File: src/csf_regs.vh
// constants of the codec serial framing block
`ifndef CSF_REGS_VH
`define CSF_REGS_VH
`define CSF_WORD_BITS 5'h10
`define CSF_BYTE_BITS 5'h08
`define CSF_WORD_CYCLE 5'h14
`define CSF_BYTE_CYCLE 5'h0c
`define CSF_SETUP_GAP 5'h04
`define CSF_BYTE_FRAME 5'h18
`define CSF_DEF_PERIOD 16'h0040
`define CSF_FB_R 2'h0
`define CSF_FB_2R 2'h1
`define CSF_FB_4R 2'h2
`endif

File: src/csf_framing.v
// serial framing of the codec: frame syncs, end-of-data strobes, data shift, gain select
//
// Summary of operation
// - rx frame sync falling edges are spaced one A/D conversion period, or one frame length if the period is shorter.
// - tx frame sync falling edges are spaced one D/A conversion period, or one frame length if the period is shorter.
// - word format: both end-of-data strobes go low once 16 bits shifted.
// - word format: word cycle is 20 shift clocks, 16 data plus 4 gap.
// - byte format: strobe high means first byte, low means second byte.
// - byte format: each byte cycle is 12 shift clocks including 4 gap.
// - gain bits equal give R, lo-only gives 2R, hi-only gives 4R.
`timescale 1ns/1ps
`include "csf_regs.vh"

module csf_framing #(
  parameter PW = 16
) (
  // system
  input wire clk_sys,
  input wire reset,
  // serial link pins
  input wire sclk,
  input wire dx,
  output reg dr,
  output reg rx_frame_sync,
  output reg tx_frame_sync,
  output reg rx_end_of_data,
  output reg tx_end_of_data,
  // configuration
  input wire byte_mode,
  input wire [PW-1:0] ad_period,
  input wire [PW-1:0] da_period,
  input wire gain_select_lo,
  input wire gain_select_hi,
  // converter side
  input wire [15:0] adc_word,
  output reg [15:0] dac_word,
  output reg dac_valid,
  output reg [1:0] feedback_sel
);

  // ******************************
  // helpers
  // ******************************

  // position lies inside a data phase
  function csf_active;
    input [PW-1:0] p;
    input bm;
    begin
      if (bm)
        csf_active = (p < `CSF_BYTE_BITS) ||
                     ((p >= `CSF_BYTE_CYCLE) && (p < `CSF_BYTE_CYCLE + `CSF_BYTE_BITS));
      else
        csf_active = (p < `CSF_WORD_BITS);
    end
  endfunction

  // bit index, msb first; second byte carries the low half
  function [3:0] csf_idx;
    input [PW-1:0] p;
    input bm;
    reg [4:0] t;
    begin
      t = 5'h00;
      if (bm && (p >= `CSF_BYTE_CYCLE))
        t = 5'h13 - p[4:0];
      else
        t = 5'h0f - p[4:0];
      csf_idx = t[3:0];
    end
  endfunction

  // ******************************
  // input synchronisers
  // ******************************

  reg sclk_s1_reg;
  reg sclk_s2_reg;
  reg sclk_s3_reg;
  reg dx_s1_reg;
  reg dx_s2_reg;
  wire sclk_rise;
  wire sclk_fall;

  // two flops before use, third for edge detect
  always @(posedge clk_sys or posedge reset)
  begin
    if (reset)
    begin
      sclk_s1_reg <= 1'b0;
      sclk_s2_reg <= 1'b0;
      sclk_s3_reg <= 1'b0;
      dx_s1_reg <= 1'b0;
      dx_s2_reg <= 1'b0;
    end
    else
    begin
      sclk_s1_reg <= sclk;
      sclk_s2_reg <= sclk_s1_reg;
      sclk_s3_reg <= sclk_s2_reg;
      dx_s1_reg <= dx;
      dx_s2_reg <= dx_s1_reg;
    end
  end

  // edge strobes from the second and third stages
  assign sclk_rise = sclk_s2_reg & ~sclk_s3_reg;
  assign sclk_fall = ~sclk_s2_reg & sclk_s3_reg;

  // ******************************
  // per-channel frame timing (0 = rx/A-D, 1 = tx/D-A)
  // ******************************

  wire [PW-1:0] frame_len;
  wire [PW-1:0] sync_end;
  wire [2*PW-1:0] period_in;
  wire [2*PW-1:0] pos_cur;
  wire [2*PW-1:0] pos_nxt;
  wire [1:0] fs_next;
  wire [1:0] eod_next;

  // frame length, end of sync low and both periods side by side
  assign frame_len = byte_mode ? {{(PW-5){1'b0}}, `CSF_BYTE_FRAME} :
                                 {{(PW-5){1'b0}}, `CSF_WORD_CYCLE};
  assign sync_end = byte_mode ? {{(PW-5){1'b0}}, `CSF_BYTE_CYCLE + `CSF_BYTE_BITS} :
                                {{(PW-5){1'b0}}, `CSF_WORD_BITS};
  assign period_in = {da_period, ad_period};

  genvar ch;
  generate
    for (ch = 0; ch < 2; ch = ch + 1)
    begin : g_chan
      reg [PW-1:0] pos_reg;
      wire [PW-1:0] period_eff;
      wire [PW-1:0] pos_next;

      // period never shorter than one frame
      assign period_eff = (period_in[ch*PW +: PW] < frame_len) ? frame_len :
                          period_in[ch*PW +: PW];
      // wrap at period end so sync falls once per period
      assign pos_next = (pos_reg >= period_eff - 1'b1) ? {PW{1'b0}} :
                        pos_reg + 1'b1;
      assign pos_cur[ch*PW +: PW] = pos_reg;
      assign pos_nxt[ch*PW +: PW] = pos_next;

      // position advances on each shift clock rise
      always @(posedge clk_sys or posedge reset)
      begin
        if (reset)
          pos_reg <= {PW{1'b1}};
        else if (sclk_rise)
          pos_reg <= pos_next;
      end

      // sync low through data; strobe level by format
      assign fs_next[ch] = ~(pos_next < sync_end);
      assign eod_next[ch] = byte_mode ?
                            ((pos_next < `CSF_BYTE_CYCLE) ||
                             (pos_next >= `CSF_BYTE_FRAME)) :
                            ~((pos_next >= `CSF_WORD_BITS) &&
                              (pos_next < `CSF_WORD_CYCLE));
    end
  endgenerate

  // ******************************
  // link outputs and data paths
  // ******************************

  reg [15:0] adc_hold_reg;
  reg [15:0] dac_shift_reg;
  wire [PW-1:0] rx_next;
  wire [PW-1:0] tx_cur;

  assign rx_next = pos_nxt[0 +: PW];
  assign tx_cur = pos_cur[PW +: PW];

  // pins change on shift clock rise
  always @(posedge clk_sys or posedge reset)
  begin
    if (reset)
    begin
      rx_frame_sync <= 1'b1;
      tx_frame_sync <= 1'b1;
      rx_end_of_data <= 1'b1;
      tx_end_of_data <= 1'b1;
      dr <= 1'b0;
      adc_hold_reg <= 16'h0000;
    end
    else if (sclk_rise)
    begin
      rx_frame_sync <= fs_next[0];
      tx_frame_sync <= fs_next[1];
      rx_end_of_data <= eod_next[0];
      tx_end_of_data <= eod_next[1];
      if (rx_next == {PW{1'b0}})
      begin
        adc_hold_reg <= adc_word;
        dr <= adc_word[csf_idx(rx_next, byte_mode)];
      end
      else if (csf_active(rx_next, byte_mode))
        dr <= adc_hold_reg[csf_idx(rx_next, byte_mode)];
      else
        dr <= 1'b0;
    end
  end

  // receive word from host on shift clock fall
  always @(posedge clk_sys or posedge reset)
  begin
    if (reset)
    begin
      dac_shift_reg <= 16'h0000;
      dac_word <= 16'h0000;
      dac_valid <= 1'b0;
    end
    else
    begin
      dac_valid <= 1'b0;
      if (sclk_fall && csf_active(tx_cur, byte_mode))
        dac_shift_reg[csf_idx(tx_cur, byte_mode)] <= dx_s2_reg;
      if (sclk_rise && (tx_cur == sync_end))
      begin
        dac_word <= dac_shift_reg;
        dac_valid <= 1'b1;
      end
    end
  end

  // ******************************
  // gain select
  // ******************************

  // input amplifier feedback choice
  always @(posedge clk_sys or posedge reset)
  begin
    if (reset)
      feedback_sel <= `CSF_FB_R;
    else if (gain_select_lo == gain_select_hi)
      feedback_sel <= `CSF_FB_R;
    else if (gain_select_lo)
      feedback_sel <= `CSF_FB_2R;
    else
      feedback_sel <= `CSF_FB_4R;
  end

endmodule

File: config.mk
export PLATFORM = sky130hd
export DESIGN_NAME = csf_framing
export DESIGN_NICKNAME = d
export VERILOG_FILES = /design/src/csf_framing.v
export VERILOG_INCLUDE_DIRS = /design/src
export SDC_FILE = /design/constraint.sdc
export NUM_CORES = 1
export LEC_CHECK = 0
export BUFFER_PORTS_ARGS = -buffer_cell sky130_fd_sc_hd__clkbuf_2
export CORE_AREA = 5 5 125 127
export DETAILED_ROUTE_END_ITERATION = 8
export DIE_AREA = 0 0 130 132
export SETUP_SLACK_MARGIN = 0.2
export SKIP_LAST_GASP = 1
export SYNTH_ARGS = -nofsm -noshare
export SYNTH_HDL_FRONTEND = slang
export SYNTH_SLANG_ARGS = --single-unit
File: constraint.sdc
create_clock -name clk_sys -period 5.9 [get_ports clk_sys]
set_clock_uncertainty 0.15 [all_clocks]
set_input_delay 0 -clock clk_sys [delete_from_list [all_inputs] [get_ports clk_sys]]
set_output_delay 0 -clock clk_sys [all_outputs]
set_load 0.005 [all_outputs]
## Word level (Yosys, flattened, before mapping)

Cells that the tools add are included.

- Register bits after elaboration: 93
- Input port bits: 55

- $add $sub $neg: 8
- Magnitude comparators: 25
- Equality and inequality tests: 2
- Multiplexer cells: 32
- Bitwise logic cells: 8
- Reductions and logical operators: 15

Operator list:

| kind | count |
|---|---|
| 16-bit by 5-bit less-than comparator with 1-bit output, second input constant | 5 |
| 16-bit by 5-bit >= comparator with 1-bit output, second input constant | 4 |
| 16-bit by 4-bit less-than comparator with 1-bit output, second input constant | 4 |
| 16-bit by 5-bit less-than comparator with 1-bit output | 4 |
| 16-bit 2-to-1 mux | 4 |
| 4-bit 2-to-1 mux | 9 |
| 16-bit by 1-bit adder with 16-bit output, second input constant | 2 |
| 16-bit >= comparator | 2 |
| 16-bit by 4-bit >= comparator with 1-bit output, second input constant | 2 |
| 16-bit by 1-bit subtractor with 16-bit output, second input constant | 2 |
| 16-bit bitwise mux | 1 |
| 16-bit by 5-bit equality test with 1-bit output | 1 |
| 16-bit logical NOT | 1 |
| 4-bit by 5-bit less-than comparator with 1-bit output, second input constant | 3 |
| 1-bit 2-to-1 mux | 12 |
| 1-bit logical AND | 9 |
| 1-bit binary-select mux with 4-bit select | 2 |
| 2-bit by 4-bit subtractor with 4-bit output, first input constant | 2 |
| 4-bit subtractor, first input constant | 2 |
| 1-bit inverter | 6 |
| 1-bit demux with 4-bit select | 1 |
| 4-bit by 1-bit >= comparator with 1-bit output, second input constant | 1 |
| 1-bit logical OR | 4 |
| 2-bit 2-to-1 mux | 2 |
| other kinds (4) | 5 |

## Longest topological paths before layout

Gate-level depths: netlist of run 1.

- Word-level depth: 19
- Mapped depth: 29

## Least setup slack after synthesis of run 1

No wires, ideal clock.

- Path type: input port to flip-flop
- Start: in ad_period[12]
- End: reg dr
- Data arrival time: 5.670 ns
- Required time: 5.612 ns
- Slack: -0.058 ns
- Stages on the path: 27
- Path buffers: 2
- Cell sequence: or4_1 > or3_1 > nor4_1 > nand2_1 > nand2_1 > ha_1 > nand3_1 > nor4_1 > nand2b_1 > nor4_1 > xnor2_1 > ha_1 > a21o_1 > a21o_1 > a211oi_1 > and2_1 > clkbuf_1 > clkbuf_1 > nand2b_1 > inv_1 > ha_1 > nor4_1 > o31ai_1 > a221oi_1 > a211oi_1 > o31a_1 > o211ai_1

- Cells in the longest elaborated chain, start to end: 15

Ends and longest elaborated chain:

| what | line | text |
|---|---|---|
| start: declaration | csf_framing.v:30 | `input wire [PW-1:0] ad_period,` |
| 16-bit by 5-bit less-than comparator with 1-bit output | csf_framing.v:138 | `assign period_eff = (period_in[ch*PW +: PW] < frame_len) ? frame_len :` |
| 16-bit 2-to-1 mux * | csf_framing.v:138 |  |
| 16-bit by 1-bit subtractor with 16-bit output * | csf_framing.v:141 | `assign pos_next = (pos_reg >= period_eff - 1'b1) ? {PW{1'b0}} :` |
| 16-bit >= comparator * | csf_framing.v:141 |  |
| 16-bit 2-to-1 mux * | csf_framing.v:141 |  |
| named net g_chan[0].pos_next[3] | csf_framing.v:135 | `wire [PW-1:0] pos_next;` |
| 16-bit by 4-bit >= comparator with 1-bit output (no source line) | - |  |
| 1-bit logical AND | csf_framing.v:65 | `` if (bm && (p >= `CSF_BYTE_CYCLE)) `` |
| 4-bit 2-to-1 mux | csf_framing.v:65 |  |
| 4-bit 2-to-1 mux | csf_framing.v:200 | `else if (csf_active(rx_next, byte_mode))` |
| 4-bit 2-to-1 mux | csf_framing.v:195 | `if (rx_next == {PW{1'b0}})` |
| 4-bit 2-to-1 mux | csf_framing.v:189 | `else if (sclk_rise)` |
| 1-bit binary-select mux with 4-bit select | csf_framing.v:201 | `dr <= adc_hold_reg[csf_idx(rx_next, byte_mode)];` |
| 1-bit 2-to-1 mux (implied by the code) | csf_framing.v:201 |  |
| 1-bit 2-to-1 mux | csf_framing.v:200 |  |
| 1-bit 2-to-1 mux * | csf_framing.v:195 |  |
| end signal: assignment | csf_framing.v:198 | `dr <= adc_word[csf_idx(rx_next, byte_mode)];` |
| end signal: assignment | csf_framing.v:201 |  |
| end: declaration | csf_framing.v:23 | `output reg dr,` |

The timed path passes the listed nets; every way through them passes the cells marked *. The select of a mux whose other input is x is not followed.
A chain may end at the register's enable or synchronous reset.

## Final worst setup path of run 1

- Start: in ad_period[11]
- End: reg dr

Same word-level chain as after synthesis.

==> reports/results.txt, run 1 <==
status - completed
Min-Delay Path Class - input port to flop
# IOs - 79
CTS root buffer - clkbuf_16
CTS max path bufs - 2
Final Hold Fails - 0
CP endpoint - dr
Setup crit start - ad_period[11]
Mapped Area - 6430 um^2
clock sinks - 93
gpl congestion - 0.880
first-pass GRT wire length - 27.2 mm
antenna cells - 0
DRT antenna net count - 0
die area - 17200 um^2
MaxCap Viol Count - 0
pwr dens - 282 nW/um^2
WL final - 15.6 mm
initial antenna violation count - 0
Required @ worst endpoint - 5.97 ns
Finished Layout Cells - 999
Commonest cells post-synth - nand2_1 (117), dfrtp_1 (57), ha_1 (46), o21ai_0 (46), nor2_1 (43)
RSZ-0062 raised after global routing - no
flops & latches, synth - 93
area fraction of the dominant cell type after synthesis - 22.2%
Rel. slew slack - 39.5%
Fin Setup TNS - 0 ns
Crit Path Max Fanout - 6
cell with the most instances after synthesis - nand2_1
Top FF cell, synth - dfrtp_1
FF-to-FF End - dr
wire length per cell - 15.6 um
largest cells by area after synthesis - dfrtp_1 (22%), dfstp_2 (15%), ha_1 (9.0%)
count of final setup violators - 0
max-slew violation count - 0
CP startpoint kind - input port
Vias - 5633
Worst setup EP type - flop
final period utilization - 90.5%
worst r2r src - g_chan[0].pos_reg[0]
sequential-to-total area share from yosys stat - 36.9%
Avg Cell Area, Syn - 8.98 um^2
final hold slack - 0.0760 ns
largest net degree at the start of global routing - 73
all-layer global routing usage - 19.0%
Port Buffers - 78
Fmax achieved - 0.187 GHz
slew at the pin closest to its max-slew limit - 0.907 ns
core box area - 14300 um^2
WHS Path Cells - 4
Cells after Synth - 716
CTS tree - done
cell taking the most area after synthesis - dfrtp_1
Area Growth Syn to Fin - 19.2%
First DRT Iteration DRCs - 295
clock transition at the registers of the reported paths - 0.08 ns
FF-to-FF setup slack - 1.71 ns
Synthesized Nets - 817
total CTS buffers - 9
max reg flops - 32
Layout Utilization - 53.5%
Initial Util - 44.9%
Ys Warns - 0
drt drc - 0
vias per cell - 5.64
layout cells sized above 1 - 25.0%
EDFF count, synth - 0
drt first pass iters - 5
Worst Reg-to-Reg Cells - 12
async set-reset flop share out of synthesis - 100%
gr ovfl total - 0
Critical Path AT - 5.41 ns
WS Path Type - input port to flop
Max rail drop VDD - 0.194 mV
Final #Nets - 911
CTS H-tree depth - 3
Cells after DPL - 958
Worst-Skew Late Latency - 0.35 ns
Final min period - 5.34 ns
row cnt - 44
number of global-route vias before repair - 5652
Synth cell types - 62
dpl hpwl - 11.3 mm
Die W - 130 um
chip height - 132 um
Leakage - 3.45 nW
-- cells in the final DEF (no fill, tap or decap), types with 4 or more instances in the layout --
cell type	Yosys	layout
nor4_1	15	10
xnor2_1	28	28
a22o_1	9	9
and2_1	5	4
mux2i_1	5	5
clkbuf_16	0	9
a21o_1	13	13
or3_1	4	4
nor2b_1	9	9
nor3_1	21	21
nand2b_1	14	13
nor2_1	43	43
dlygate4sd3_1	0	23
inv_1	13	12
buf_4	2	13
or4_1	4	4
ha_1	46	46
clkbuf_2	1	78
o31a_1	5	5
nand3_1	34	34
dfstp_2	36	36
and3_1	5	5
nand2_1	117	116
a21oi_1	27	27
xor2_1	10	10
o31ai_1	13	12
nand4_1	12	12
o21ai_0	46	46
mux2_2	36	36
dfrtp_1	57	57
o211ai_1	8	8
-- per-stage QoR --
step / cell area, um^2 / worst slack, ns / power [mW]
global placement: 7040 / 0.206 / 1.46
global route: 7660 / 0.272 / 2.29
floorplan: 6470 / 0.206 / 1.30
detailed placement: 7040 / -0.0776 / 1.48
CTS: 7590 / 0.268 / 2.14
finish: 7660 / 0.559 / 2.16
-- area by class of cell --
class	instances	area, um^2
fillers	1339	6660
multi-input cells	578	3960
flip-flops and latches	93	2370
repair buffers	114	718
well taps	184	230
clock buffers	10	229
clock inverters	6	93.8
inverters	14	53.8
-- power breakdown --
group / switching, mW / total, mW / internal (mW)
Clock: 0.267 / 0.644 / 0.377
Sequential: 0.0991 / 0.840 / 0.741
Combinational: 0.360 / 0.675 / 0.315
-- cells by family (layout without fill, tap and decap cells) --
group                    count (synthesis)  count (layout)  share of synthesized area [%]
AO/OA/AOI/OAI                          153             153                           15.8
XOR/XNOR                                38              38                           5.18
adder cells (fa/ha/maj)                 46              46                           8.95
buffers and inverters                   45             144                           2.86
flip-flops                              93              93                           36.9
multiplexers                            43              43                           7.79
AND/OR/NAND/NOR                        298             298                           22.5
-- per-layer routing --
metal / up-vias / routed length, um / GRT usage [%]
met5: - / 0 / 0
met4: 0 / 226 / 5.83
met3: 20 / 568 / 3.12
met2: 106 / 7380 / 30.3
met1: 2728 / 7380 / 26.5
li1: 2779 / - / -
-- what timing repair did --
item / in CTS / in global routing
hold buffers: 23 / 0
setup buffers: 0 / 2
endpoints found under the hold margin: 41 / 0
resized for setup: 0 / 10
endpoints found under the setup margin: 0 / 1
-- critical path, stage by stage --
cell and delay, ns:
clkbuf_2 0.11, or4_1 0.55, or3_1 0.39, nor4_4 0.28, nand2_2 0.13, nand2_1 0.12, ha_1 0.19, nand3_1 0.16
nor4_4 0.27, nand2b_1 0.14, nor3_1 0.19, xnor2_1 0.16, ha_1 0.27, nand4_1 0.16, a21oi_1 0.07, a211oi_2 0.27
and2_4 0.23, nand2b_4 0.08, inv_1 0.06, ha_1 0.20, nor4_4 0.07, o31a_1 0.32, buf_4 0.17, o21ai_0 0.21
a21boi_0 0.14, o41ai_2 0.34, o211ai_1 0.14
-- how the worst min path moves through the flow --
stage / from / slack [ns] / to
floorplan: dx / -0.12 / dx_s1_reg
global placement: reset / -0.18 / feedback_sel[0]
detailed placement: reset / -0.18 / feedback_sel[1]
CTS: byte_mode / 0.07 / rx_end_of_data
global route: byte_mode / 0.10 / rx_end_of_data
finish: byte_mode / 0.08 / rx_end_of_data
(Power assumes the default switching activity.)
==> run 2, diff against run 1 <==
--- a/config.mk
+++ b/config.mk
@@ -7,9 +7,10 @@
 export NUM_CORES = 1
 export LEC_CHECK = 0
 export BUFFER_PORTS_ARGS = -buffer_cell sky130_fd_sc_hd__clkbuf_2
-export CORE_AREA = 5 5 125 127
+export CORE_AREA = 5 5 107 109
 export DETAILED_ROUTE_END_ITERATION = 8
-export DIE_AREA = 0 0 130 132
+export DIE_AREA = 0 0 112 114
+export PLACE_DENSITY = 0.85
 export SETUP_SLACK_MARGIN = 0.2
 export SKIP_LAST_GASP = 1
 export SYNTH_ARGS = -nofsm -noshare
==> reports/results.txt, run 2 (synthesized netlist as in run 1, its figures left out) <==
status - completed
Net Sw Frac - 36.4%
CTS H-tree depth - 3
Worst Reg-to-Reg Cells - 16
drt drc - 0
Hold EP - rx_end_of_data
cell mode on critical path - ha_1
WS Path Type - input port to flop
sequential power share - 42.3%
largest net degree at the start of global routing - 94
gpl congestion - 0.928
Final #Nets - 910
CTS root buffer - clkbuf_8
all-layer global routing usage - 25.4%
# IOs - 79
Gate power share - 34.8%
CTS tree - done
Vias - 5855
most frequent cells in the layout - nand2_1 (116), clkbuf_2 (78), dfrtp_1 (57), o21ai_0 (46), ha_1 (46)
first-pass GRT wire length - 27.1 mm
Clock power frac - 22.9%
Worst setup EP type - flop
worst-path cell with the longest stage delay - or4_4
Fin Setup TNS - 0 ns
layout cells sized above 1 - 25.3%
initial antenna violation count - 0
Worst-Skew Late Latency - 0.37 ns
Max rail drop VDD - 0.232 mV
Port Buffers - 78
most common cell after layout, fill and taps aside - nand2_1
First DRT Iteration DRCs - 278
Hold Path Origin - byte_mode
Fmax achieved - 0.185 GHz
worst r2r src - g_chan[0].pos_reg[0]
CP startpoint kind - input port
Leakage - 3.39 nW
pwr dens - 264 nW/um^2
Die W - 112 um
vias per cell - 6.14
clock transition at the registers of the reported paths - 0.10 ns
wire length per cell - 16.9 um
WL final - 16.1 mm
drt first pass iters - 6
DRT antenna net count - 0
RSZ-0062 raised after global routing - no
Area Growth Syn to Fin - 16.4%
chip height - 114 um
number of global-route vias before repair - 5728
dpl hpwl - 11.2 mm
row cnt - 38
Storage cell area - 2370 um^2
Rel. slew slack - 13.2%
final period utilization - 91.6%
Min-Delay Path Class - input port to flop
Max stage delay on crit path - 0.56 ns
Finished Layout Cells - 954
Cells after DPL - 911
Crit Path Max Fanout - 6
MaxCap Viol Count - 0
total CTS buffers - 9
Final Hold Fails - 0
FF-to-FF setup slack - 1.74 ns
CTS max path bufs - 2
final hold slack - 0.0479 ns
clock sinks - 93
sw power - 719 uW
antenna cells - 0
Layout Utilization - 71.2%
max-slew violation count - 0
WHS Path Cells - 4
slew at the pin closest to its max-slew limit - 1.30 ns
core box area - 10500 um^2
die area - 12800 um^2
number of fill cells - 796
Initial Util - 61.2%
Required @ worst endpoint - 6.04 ns
Critical Path AT - 5.55 ns
count of final setup violators - 0
Internal Pwr Total - 1.26 mW
gr ovfl total - 0
multi-input logic area - 3970 um^2
FF-to-FF End - dr
max reg flops - 32
Final min period - 5.40 ns
## run 2: routing by layer
| layer | share of wire [%] | track usage (%) |
|---|---|---|
| met1 | 42 | 32.9 |
| met2 | 50 | 43.4 |
| met3 | 4.8 | 3.87 |
| met4 | 2.7 | 9.62 |
| met5 | 0 | 0 |
## run 2: critical path, delay by kind of cell
family                   cells  cell delay (ns)
AO/OA/AOI/OAI                8             1.78
buffers and inverters        3             0.36
adder cells (fa/ha/maj)      3             0.61
XOR/XNOR                     1             0.11
AND/OR/NAND/NOR             11             2.69
## run 2: cell type report
cell class	count	area share (%)
tap	140	2.34
clock buffer	9	1.66
multi-input combinational	578	53.0
inverter	14	0.719
clock inverter	7	1.09
timing repair buffer	113	9.47
sequential	93	31.7
## run 2: power by group through the flow
stage / clock network, mW / logic [mW] / registers [mW]
6_report: 0.452 / 0.688 / 0.836
5_1_grt: 0.489 / 0.757 / 0.848
4_1_cts: 0.458 / 0.651 / 0.832
3_5_place_dp: 0 / 0.635 / 0.844
3_3_place_gp: 0 / 0.593 / 0.841
2_1_floorplan: 0 / 0.515 / 0.789
## run 2: through the flow
step / total power [mW] / area (um^2) / setup slack, ns
finish: 1.98 / 7480 / 0.496
global route: 2.09 / 7480 / 0.158
detailed placement: 1.48 / 6960 / -0.116
global placement: 1.43 / 6960 / 0.247
CTS: 1.94 / 7390 / 0.257
floorplan: 1.30 / 6470 / 0.206
## run 2: how the worst max path moves through the flow
stage / startpoint / to / slack (ns) / depth (start not counted)
floorplan: ad_period[12] / dr / 0.21 / 27
global placement: ad_period[12] / dr / 0.25 / 26
detailed placement: ad_period[12] / dr / -0.12 / 26
CTS: ad_period[12] / dr / 0.26 / 26
global route: ad_period[12] / dr / 0.16 / 26
finish: ad_period[12] / dr / 0.50 / 26
## run 2: timing repair
action	in CTS	in global routing
hold buffers	22	0
resized for setup	0	11
setup endpoints to repair	0	1
endpoints found under the hold margin	77	0
setup buffers	0	5
